<file path="config.mk">
export PLATFORM = sky130hd
export DESIGN_NAME = kpr_top
export DESIGN_NICKNAME = d
export VERILOG_FILES = /design/src/kpr_pkg.sv /design/src/kpr_shift.sv /design/src/kpr_sync.sv /design/src/kpr_top.sv
export SDC_FILE = /design/constraint.sdc
export NUM_CORES = 2
export LEC_CHECK = 0
export BUFFER_PORTS_ARGS = -buffer_cell sky130_fd_sc_hd__buf_2
export CAP_MARGIN = 15
export CORE_MARGIN = 4
export CORE_UTILIZATION = 45
export CTS_CLUSTER_DIAMETER = 150
export DETAILED_ROUTE_END_ITERATION = 7
export GPL_ROUTABILITY_DRIVEN = 0
export PLACE_DENSITY = 0.65
export SYNTH_ARGS = -nofsm -noshare
export SYNTH_HDL_FRONTEND = slang
export SYNTH_SLANG_ARGS = --single-unit
export TNS_END_PERCENT = 20
</file>
<file path="constraint.sdc">
create_clock -name clock_i -period 4 [get_ports clock_i]
set_input_delay 0.4 -clock clock_i [delete_from_list [all_inputs] [get_ports clock_i]]
set_output_delay 0.4 -clock clock_i [all_outputs]
set_load 0.1 [all_outputs]
</file>
<file path="src/kpr_pkg.sv">
// Purpose: shared constants for the keypad spi slave receiver
// Assumes: classic wishbone, 32-bit data, byte addresses
// Notes:   all offsets and ctrl/stat bit positions live here; cfg byte fields are placed in the top level
package kpr_pkg;
  // ********************************
  // register map
  // ********************************
  localparam logic [7:0] ADDR_CTRL   = 8'h00;
  localparam logic [7:0] ADDR_CFG    = 8'h04;
  localparam logic [7:0] ADDR_STAT   = 8'h08;
  localparam logic [7:0] ADDR_MASK   = 8'h0c;
  localparam logic [7:0] ADDR_DATA   = 8'h10;
  localparam logic [7:0] ADDR_LEVEL  = 8'h14;
  // ********************************
  // fields
  // ********************************
  localparam int        CTRL_EN_BIT   = 0;
  localparam int        CTRL_GIE_BIT  = 1;
  localparam logic [7:0] MODE_LSB     = 8'h20;
  localparam logic [7:0] MODE_LOWEDGE = 8'h08;
  localparam logic [7:0] MODE_AFTER   = 8'h04;
  localparam logic [7:0] MODE_USED    = 8'h2c;
  localparam int        STAT_PKT_BIT  = 0;
  localparam int        STAT_OVF_BIT  = 1;
  localparam int        NUM_EVT       = 2;
  localparam logic [7:0] PKT_RST      = 8'h04;
  localparam logic [7:0] BUF_RST      = 8'h14;
  localparam logic [1:0] MASK_RST     = 2'h3;
  localparam logic [31:0] BUS_ERR_DATA = 32'h0000_0000;
endpackage

</file>
<file path="src/kpr_shift.sv">
// Purpose: serial byte assembly from synchronised link levels
// Assumes: sck, ss_b, mosi already synchronised
// Notes:   mode bits decoded one by one
`timescale 1ns/1ps
module kpr_shift (
  // clock and reset
  input  wire logic       clock_i,
  input  wire logic       rst_b_i,
  // link levels
  input  wire logic       sck_i,
  input  wire logic       ss_b_i,
  input  wire logic       mosi_i,
  // mode
  input  wire logic [7:0] mode_i,
  // byte out
  output logic            byte_vld_o,
  output logic      [7:0] byte_o
);
  logic       sck_d_r;
  logic       sck_d_nxt;
  logic [7:0] sh_r;
  logic [7:0] sh_nxt;
  logic [2:0] cnt_r;
  logic [2:0] cnt_nxt;
  logic       vld_r;
  logic       vld_nxt;
  logic [7:0] out_r;
  logic [7:0] out_nxt;
  logic       rise;
  logic       fall;
  logic       trig;
  logic       lead;
  logic       smp;
  logic [7:0] nb;

  always_comb begin
    rise = sck_i & ~sck_d_r;
    fall = ~sck_i & sck_d_r;
    // trigger edge and sampling point per mode bits
    trig = ((mode_i & kpr_pkg::MODE_LOWEDGE) != 8'h00) ? fall : rise;
    lead = ((mode_i & kpr_pkg::MODE_LOWEDGE) != 8'h00) ? rise : fall;
    smp  = ((mode_i & kpr_pkg::MODE_AFTER) != 8'h00) ? trig : lead;
    if ((mode_i & kpr_pkg::MODE_LSB) != 8'h00) begin
      nb = {mosi_i, sh_r[7:1]};
    end else begin
      nb = {sh_r[6:0], mosi_i};
    end
    sck_d_nxt = sck_i;
    sh_nxt    = sh_r;
    cnt_nxt   = cnt_r;
    vld_nxt   = 1'b0;
    out_nxt   = out_r;
    if (ss_b_i) begin
      cnt_nxt = 3'h0;
    end else if (smp) begin
      sh_nxt  = nb;
      cnt_nxt = cnt_r + 3'h1;
      if (cnt_r == 3'h7) begin
        vld_nxt = 1'b1;
        out_nxt = nb;
      end
    end
  end

  always_ff @(posedge clock_i or negedge rst_b_i) begin
    if (!rst_b_i) begin
      sck_d_r <= 1'b0;
      sh_r    <= 8'h00;
      cnt_r   <= 3'h0;
      vld_r   <= 1'b0;
      out_r   <= 8'h00;
    end else begin
      sck_d_r <= sck_d_nxt;
      sh_r    <= sh_nxt;
      cnt_r   <= cnt_nxt;
      vld_r   <= vld_nxt;
      out_r   <= out_nxt;
    end
  end
  assign byte_vld_o = vld_r;
  assign byte_o     = out_r;
endmodule

</file>
<file path="src/kpr_sync.sv">
// Purpose: two-flop synchroniser for link pins
// Assumes: inputs asynchronous to clock_i
// Notes:   first stage feeds only the second
`timescale 1ns/1ps
module kpr_sync #(
  parameter int W = 3
) (
  // clock and reset
  input  wire logic         clock_i,
  input  wire logic         rst_b_i,
  // data
  input  wire logic [W-1:0] d_i,
  output logic      [W-1:0] q_o
);
  logic [W-1:0] s1_r;
  logic [W-1:0] s2_r;
  always_ff @(posedge clock_i or negedge rst_b_i) begin
    if (!rst_b_i) begin
      s1_r <= '0;
      s2_r <= '0;
    end else begin
      s1_r <= d_i;
      s2_r <= s1_r;
    end
  end
  assign q_o = s2_r;
endmodule

</file>
<file path="src/kpr_top.sv">
// Purpose: receive-only spi slave for keypad bytes, wishbone registers
// Assumes: master drives sck, ss_b, mosi; 125 MHz clock_i
// Notes:   byte buffer, packet interrupt with mask and global enable
// Behaviour
// - port acts as spi slave, external clock
// - four wires; master drives three, device miso
// - interrupt each time packet size reached
// - mode bits choose order, edge, sample point
// - mode is sum of independent option bits
// - enabling port sets pin directions itself
// - per-source enable resets enabled
// - cleared source enable blocks packet interrupt
// - global enable gates all, resets enabled
// - global toggle keeps per-source settings
`timescale 1ns/1ps
module kpr_top #(
  parameter int DEPTH = 256
) (
  // clock and reset
  input  wire logic        clock_i,
  input  wire logic        rst_b_i,
  // wishbone slave
  input  wire logic        wb_cyc_i,
  input  wire logic        wb_stb_i,
  input  wire logic        wb_we_i,
  input  wire logic [7:0]  wb_adr_i,
  input  wire logic [3:0]  wb_sel_i,
  input  wire logic [31:0] wb_dat_i,
  output logic      [31:0] wb_dat_o,
  output logic             wb_ack_o,
  // spi link
  input  wire logic        sck_i,
  input  wire logic        ss_b_i,
  input  wire logic        mosi_i,
  output logic             miso_o,
  output logic             miso_oe_o,
  // interrupt
  output logic             irq_o
);
  // ********************************
  // state
  // ********************************
  logic [7:0]  mem_r [DEPTH];
  logic        en_r,   en_nxt;
  logic        gie_r,  gie_nxt;
  logic [7:0]  mode_r, mode_nxt;
  logic [7:0]  pkt_r,  pkt_nxt;
  logic [7:0]  bsz_r,  bsz_nxt;
  logic [7:0]  wp_r,   wp_nxt;
  logic [7:0]  rp_r,   rp_nxt;
  logic [8:0]  lvl_r,  lvl_nxt;
  logic [7:0]  pc_r,   pc_nxt;
  logic [1:0]  st_r,   st_nxt;
  logic [1:0]  msk_r,  msk_nxt;
  logic        ack_r,  ack_nxt;
  logic [31:0] rd_r,   rd_nxt;
  logic [2:0]  lnk;
  logic        bvld;
  logic [7:0]  bdat;
  logic        acc, wr, rd, push, pop, full;
  logic [1:0]  evt;

  // ********************************
  // helpers
  // ********************************
  // ring pointer step, wraps at the programmed buffer size
  function automatic logic [7:0] ptr_inc(input logic [7:0] p,
                                         input logic [7:0] sz);
    ptr_inc = (p + 8'h01 >= sz) ? 8'h00 : p + 8'h01;
  endfunction

  // ********************************
  // link sampling
  // ********************************
  kpr_sync #(.W(3)) u_sync (
    .clock_i (clock_i),
    .rst_b_i (rst_b_i),
    .d_i     ({sck_i, ss_b_i, mosi_i}),
    .q_o     (lnk)
  );

  kpr_shift u_shift (
    .clock_i    (clock_i),
    .rst_b_i    (rst_b_i),
    .sck_i      (lnk[2]),
    .ss_b_i     (lnk[1] | ~en_r),
    .mosi_i     (lnk[0]),
    .mode_i     (mode_r),
    .byte_vld_o (bvld),
    .byte_o     (bdat)
  );

  // receive-only: miso released unless port enabled and ss_b low, then held low
  assign miso_o    = 1'b0;
  assign miso_oe_o = en_r & ~lnk[1];

  // ********************************
  // buffer and events
  // ********************************
  always_comb begin
    acc  = wb_cyc_i & wb_stb_i & ~ack_r;
    wr   = acc & wb_we_i;
    rd   = acc & ~wb_we_i;
    full = ({1'b0, lvl_r[7:0]} >= {1'b0, bsz_r}) | lvl_r[8];
    push = bvld & ~full;
    pop  = rd & (wb_adr_i == kpr_pkg::ADDR_DATA) & (lvl_r != 9'h000);
    evt  = 2'h0;
    wp_nxt  = wp_r;
    rp_nxt  = rp_r;
    pc_nxt  = pc_r;
    if (push) begin
      wp_nxt = ptr_inc(wp_r, bsz_r);
      if (pc_r + 8'h01 >= pkt_r) begin
        pc_nxt = 8'h00;
        evt[kpr_pkg::STAT_PKT_BIT] = 1'b1;
      end else begin
        pc_nxt = pc_r + 8'h01;
      end
    end
    if (bvld & full) begin
      evt[kpr_pkg::STAT_OVF_BIT] = 1'b1;
    end
    if (pop) begin
      rp_nxt = ptr_inc(rp_r, bsz_r);
    end
    lvl_nxt = lvl_r + {8'h00, push} - {8'h00, pop};
  end

  // ********************************
  // register file
  // ********************************
  always_comb begin
    en_nxt   = en_r;
    gie_nxt  = gie_r;
    mode_nxt = mode_r;
    pkt_nxt  = pkt_r;
    bsz_nxt  = bsz_r;
    msk_nxt  = msk_r;
    st_nxt   = st_r;
    ack_nxt  = acc;
    rd_nxt   = rd_r;
    if (wr && wb_sel_i[0]) begin
      unique case (wb_adr_i)
        kpr_pkg::ADDR_CTRL: begin
          en_nxt  = wb_dat_i[kpr_pkg::CTRL_EN_BIT];
          gie_nxt = wb_dat_i[kpr_pkg::CTRL_GIE_BIT];
        end
        kpr_pkg::ADDR_STAT: st_nxt = st_r & ~wb_dat_i[1:0];
        kpr_pkg::ADDR_MASK: msk_nxt = wb_dat_i[1:0];
        default: ;
      endcase
    end
    if (wr && (wb_adr_i == kpr_pkg::ADDR_CFG)) begin
      if (wb_sel_i[0]) mode_nxt = wb_dat_i[7:0] & kpr_pkg::MODE_USED;
      if (wb_sel_i[1] && wb_dat_i[15:8] != 8'h00) pkt_nxt = wb_dat_i[15:8];
      if (wb_sel_i[2] && wb_dat_i[23:16] != 8'h00) bsz_nxt = wb_dat_i[23:16];
    end
    st_nxt = st_nxt | evt; // set wins over clear
    if (rd) begin
      unique case (wb_adr_i)
        kpr_pkg::ADDR_CTRL:  rd_nxt = {30'h0, gie_r, en_r};
        kpr_pkg::ADDR_CFG:   rd_nxt = {8'h00, bsz_r, pkt_r, mode_r};
        kpr_pkg::ADDR_STAT:  rd_nxt = {30'h0, st_r};
        kpr_pkg::ADDR_MASK:  rd_nxt = {30'h0, msk_r};
        kpr_pkg::ADDR_DATA:  rd_nxt = {24'h0, mem_r[rp_r]};
        kpr_pkg::ADDR_LEVEL: rd_nxt = {23'h0, lvl_r};
        default:             rd_nxt = kpr_pkg::BUS_ERR_DATA;
      endcase
    end
  end

  always_ff @(posedge clock_i) begin
    if (push) begin
      mem_r[wp_r] <= bdat;
    end
  end

  always_ff @(posedge clock_i or negedge rst_b_i) begin
    if (!rst_b_i) begin
      en_r   <= 1'b0;
      gie_r  <= 1'b1;
      mode_r <= 8'h00;
      pkt_r  <= kpr_pkg::PKT_RST;
      bsz_r  <= kpr_pkg::BUF_RST;
      msk_r  <= kpr_pkg::MASK_RST;
      st_r   <= 2'h0;
      wp_r   <= 8'h00;
      rp_r   <= 8'h00;
      lvl_r  <= 9'h000;
      pc_r   <= 8'h00;
      ack_r  <= 1'b0;
      rd_r   <= 32'h0000_0000;
    end else begin
      en_r   <= en_nxt;
      gie_r  <= gie_nxt;
      mode_r <= mode_nxt;
      pkt_r  <= pkt_nxt;
      bsz_r  <= bsz_nxt;
      msk_r  <= msk_nxt;
      st_r   <= st_nxt;
      wp_r   <= wp_nxt;
      rp_r   <= rp_nxt;
      lvl_r  <= lvl_nxt;
      pc_r   <= pc_nxt;
      ack_r  <= ack_nxt;
      rd_r   <= rd_nxt;
    end
  end

  assign wb_ack_o = ack_r;
  assign wb_dat_o = rd_r;
  assign irq_o    = gie_r & |(st_r & msk_r);
endmodule

</file>
==> flow_metrics.env <==
export IMPL_ys_warn_count=0
export IMPL_worst_r2r_path_depth=7
export IMPL_finalInstanceArea_sq_um=98700
export IMPL_max_freq_ghz=0.260
export IMPL_status="completed"
export IMPL_cp_required_ns=4.70
export IMPL_cts_max_level=4
export IMPL_yosys_register_bits=2158
export IMPL_cts_tree="done"
export IMPL_hold_viol_final=0
export IMPL_rsz0062_at_grt="no"
export IMPL_fin_crit_ns=3.84
export IMPL_powerDensity_nw_per_um2=447
export IMPL_holdPathEnd="bsz_r[2]"
export IMPL_syn2layout_area_growth_pct=15.6
export IMPL_reg2reg_to="wb_dat_o[3]"
export IMPL_nets=4938
export IMPL_cts_reportedPaths_clkPinSlew_ns=0.07
export IMPL_grt_ovfl_total=0
export IMPL_slew_headroom_pct=22.2
export IMPL_cp_max_fo=15
export IMPL_r2r_setup_slack_ns=0.16
export IMPL_cts_root_buf="clkbuf_16"
export IMPL_routed_wl_um=224000
export IMPL_async_reset_ff_share_pct=5.10
export IMPL_start_util_pct=45.3
export IMPL_yosysUniqueCellTypes=68
export IMPL_grt_pass1_wl_um=325000
export IMPL_finalClockSkew_ns=0.0391
export IMPL_holdCritPathClass="in2reg"
export IMPL_max_cap_violations=0
export IMPL_fin_crit_sh_pct=96.1
export IMPL_drive_gt1_share_pct=28.9
export IMPL_synth_largest_area_cell="edfxtp_1"
export IMPL_ys_flop_type="edfxtp_1"
export IMPL_syn_inst=4232
export IMPL_fillers=14700
export IMPL_start_kind="register"
export IMPL_drtPass1Iterations=6
export IMPL_detailed_place_hpwl_um=143000
export IMPL_portBuffers=66
export IMPL_clock_path_buffers=3
export IMPL_synth_avg_cell_area_sq_um=20.2
export IMPL_clk_latency_ns=0.86
export IMPL_setup_viol=0
export IMPL_synth_seq_area_share_pct=75.3
export IMPL_min_from="wb_sel_i[2]"
export IMPL_worstSetupEndpointType="register"
export IMPL_tns_ns=0
export IMPL_setup_ws_ns=0.156
export IMPL_p_leak_nw=26.6
export IMPL_grtUsageTotal_pct=22.8
export IMPL_synth_edff_count=2048
export IMPL_grt_max_degree=185
export IMPL_cts_sinks=2158
export IMPL_coreArea_sq_um=188000
export IMPL_ant_nets=0
export IMPL_dr_total_vias=45100
export IMPL_ioPinCount=88
export IMPL_finalMaxSlewViolations=0
export IMPL_wl_per_cell_um=29.8
export IMPL_placed_cell_area_sq_um=91900
export IMPL_final_common_cell="edfxtp_1"
export IMPL_die_area_sq_um=197000
export IMPL_synth_top_cell_area_share_pct=72.1
export IMPL_critical_path_class="reg2reg"
export IMPL_reg2reg_from="rp_r[0]"
export IMPL_grt_pass1_vias=44500
export IMPL_die_y_um=443
export IMPL_power_mw=44.1
export IMPL_fp_dieW_um=443
export IMPL_cts_buffers=207
export IMPL_syn_area_sq_um=85300
export IMPL_hold_depth=5
export IMPL_synth_top_cells_by_area="edfxtp_1 (72%), mux4_2 (14%), dfrtp_1 (3.0%)"
export IMPL_worst_slew_pin_slew_ns=1.16
export IMPL_antenna_found_initial=13
export IMPL_dr_first_iter_drc_count=5359
export IMPL_post_place_ws_ns=0.143
export IMPL_avgViaCountPerCell=6.01
export IMPL_layout_common_cells="edfxtp_1 (2048), mux4_2 (517), buf_4 (495), nor2_1 (324), clkbuf_16 (208)"
export IMPL_crit_arrival_ns=4.55
export IMPL_ir_drop_mv=0.366
export IMPL_num_rows=159
export IMPL_drcViolationCount=0
## cell families after synthesis
kind of cell	after synthesis	share of synthesized area [%]
xor gates and xnor gates	26	0.267
muxes	664	15.4
adders and majority gates	53	0.786
AOI/OAI and AO/OA	383	3.02
and+or+nand+nor	662	3.35
other	1	0.00439
DFF	2158	75.3
buffers and inverters	285	1.88
## state kept, by name, summed over array words and instances, names as in the netlist, 2 cells and up
signal,cells
pc_r,8
u_sync.q_o,3
mem_r,2048
u_shift.sh_r,8
lvl_r,9
pkt_r,8
msk_r,2
wb_dat_o,24
bsz_r,8
st_r,2
rp_r,8
mode_r,3
wp_r,8
u_shift.cnt_r,3
u_shift.byte_o,8
u_sync.s1_r,3
## critical path, stage by stage, from the launching register on
cell      delay (ns)
dfrtp_4         0.76
buf_12          0.24
mux4_2          0.53
mux2i_1         0.39
o221ai_1        0.39
a311oi_1        0.90
a211o_1         0.32
o31ai_1         0.12
## power by group
| group | switching, mW | internal [mW] |
|---|---|---|
| logic | 0.432 | 0.364 |
| clock network | 8.33 | 10.5 |
| registers | 0.0701 | 24.4 |
| total | 8.83 | 35.2 |
## Yosys cell counts (24+ instances only)
| cell type | instances |
|---|---|
| buf_6 | 33 |
| inv_1 | 39 |
| mux4_2 | 517 |
| clkbuf_1 | 103 |
| nand3_1 | 24 |
| mux2i_1 | 126 |
| buf_2 | 52 |
| nor3_1 | 24 |
| edfxtp_1 | 2048 |
| buf_4 | 36 |
| o22ai_1 | 35 |
| nand2b_1 | 26 |
| nor2_1 | 325 |
| o21ai_0 | 84 |
| nor2b_1 | 32 |
| a21oi_1 | 67 |
| nand2_1 | 174 |
| dfrtp_1 | 104 |
| ha_1 | 52 |
| a22oi_1 | 53 |
## worst max-delay path by stage
stage | depth (start not counted) | slack [ns] | start | to
final | 7 | 0.16 | rp_r[0] | wb_dat_o[3]
after global routing | 22 | 0.01 | lvl_r[0] | lvl_r[8]
after detailed placement | 21 | 0.14 | bsz_r[0] | lvl_r[8]
after floorplan | 0 | 0.01 | u_shift.byte_o[0] | mem_r[0][0]
after global placement | 21 | -0.007 | bsz_r[0] | lvl_r[8]
after CTS | 21 | 0.12 | bsz_r[0] | lvl_r[8]
## per-stage QoR
step	hold WS (ns)	std cells	utilization [%]
floorplan	0.104	4240	-
global placement	0.337	7085	48.8
detailed placement	0.347	7086	48.8
CTS	0.00287	7496	52.4
global route	0.0485	7498	52.4
finish	0.0484	7503	52.4
## final cells by class
class | count | area (sq um) | share of cell area, %
inverters | 43 | 166 | 0.169
well taps | 2495 | 3120 | 3.16
multi-input cells | 1797 | 19600 | 19.8
flip-flops and latches | 2158 | 64300 | 65.2
clock buffers | 268 | 5460 | 5.53
diodes | 6 | 15.0 | 0.0152
repair buffers | 626 | 5050 | 5.12
clock inverters | 110 | 997 | 1.01
## metal layers
layer | part of all wire [%] | GRT usage [%] | vias up
met4 | 3.8 | 8.12 | 10
met3 | 9.6 | 4.83 | 426
li1 | - | - | 18500
met2 | 46 | 34.6 | 2338
met1 | 40 | 32.9 | 23800
met5 | 0.029 | 0 | -
## repair_timing
action                                 CTS  global route
setup endpoints to repair                0             2
resized for setup                        0             5
buffers inserted                         0             1
endpoints found under the hold margin   84             0
hold buffers                            32             0
Power figures use the tool's default switching activity.
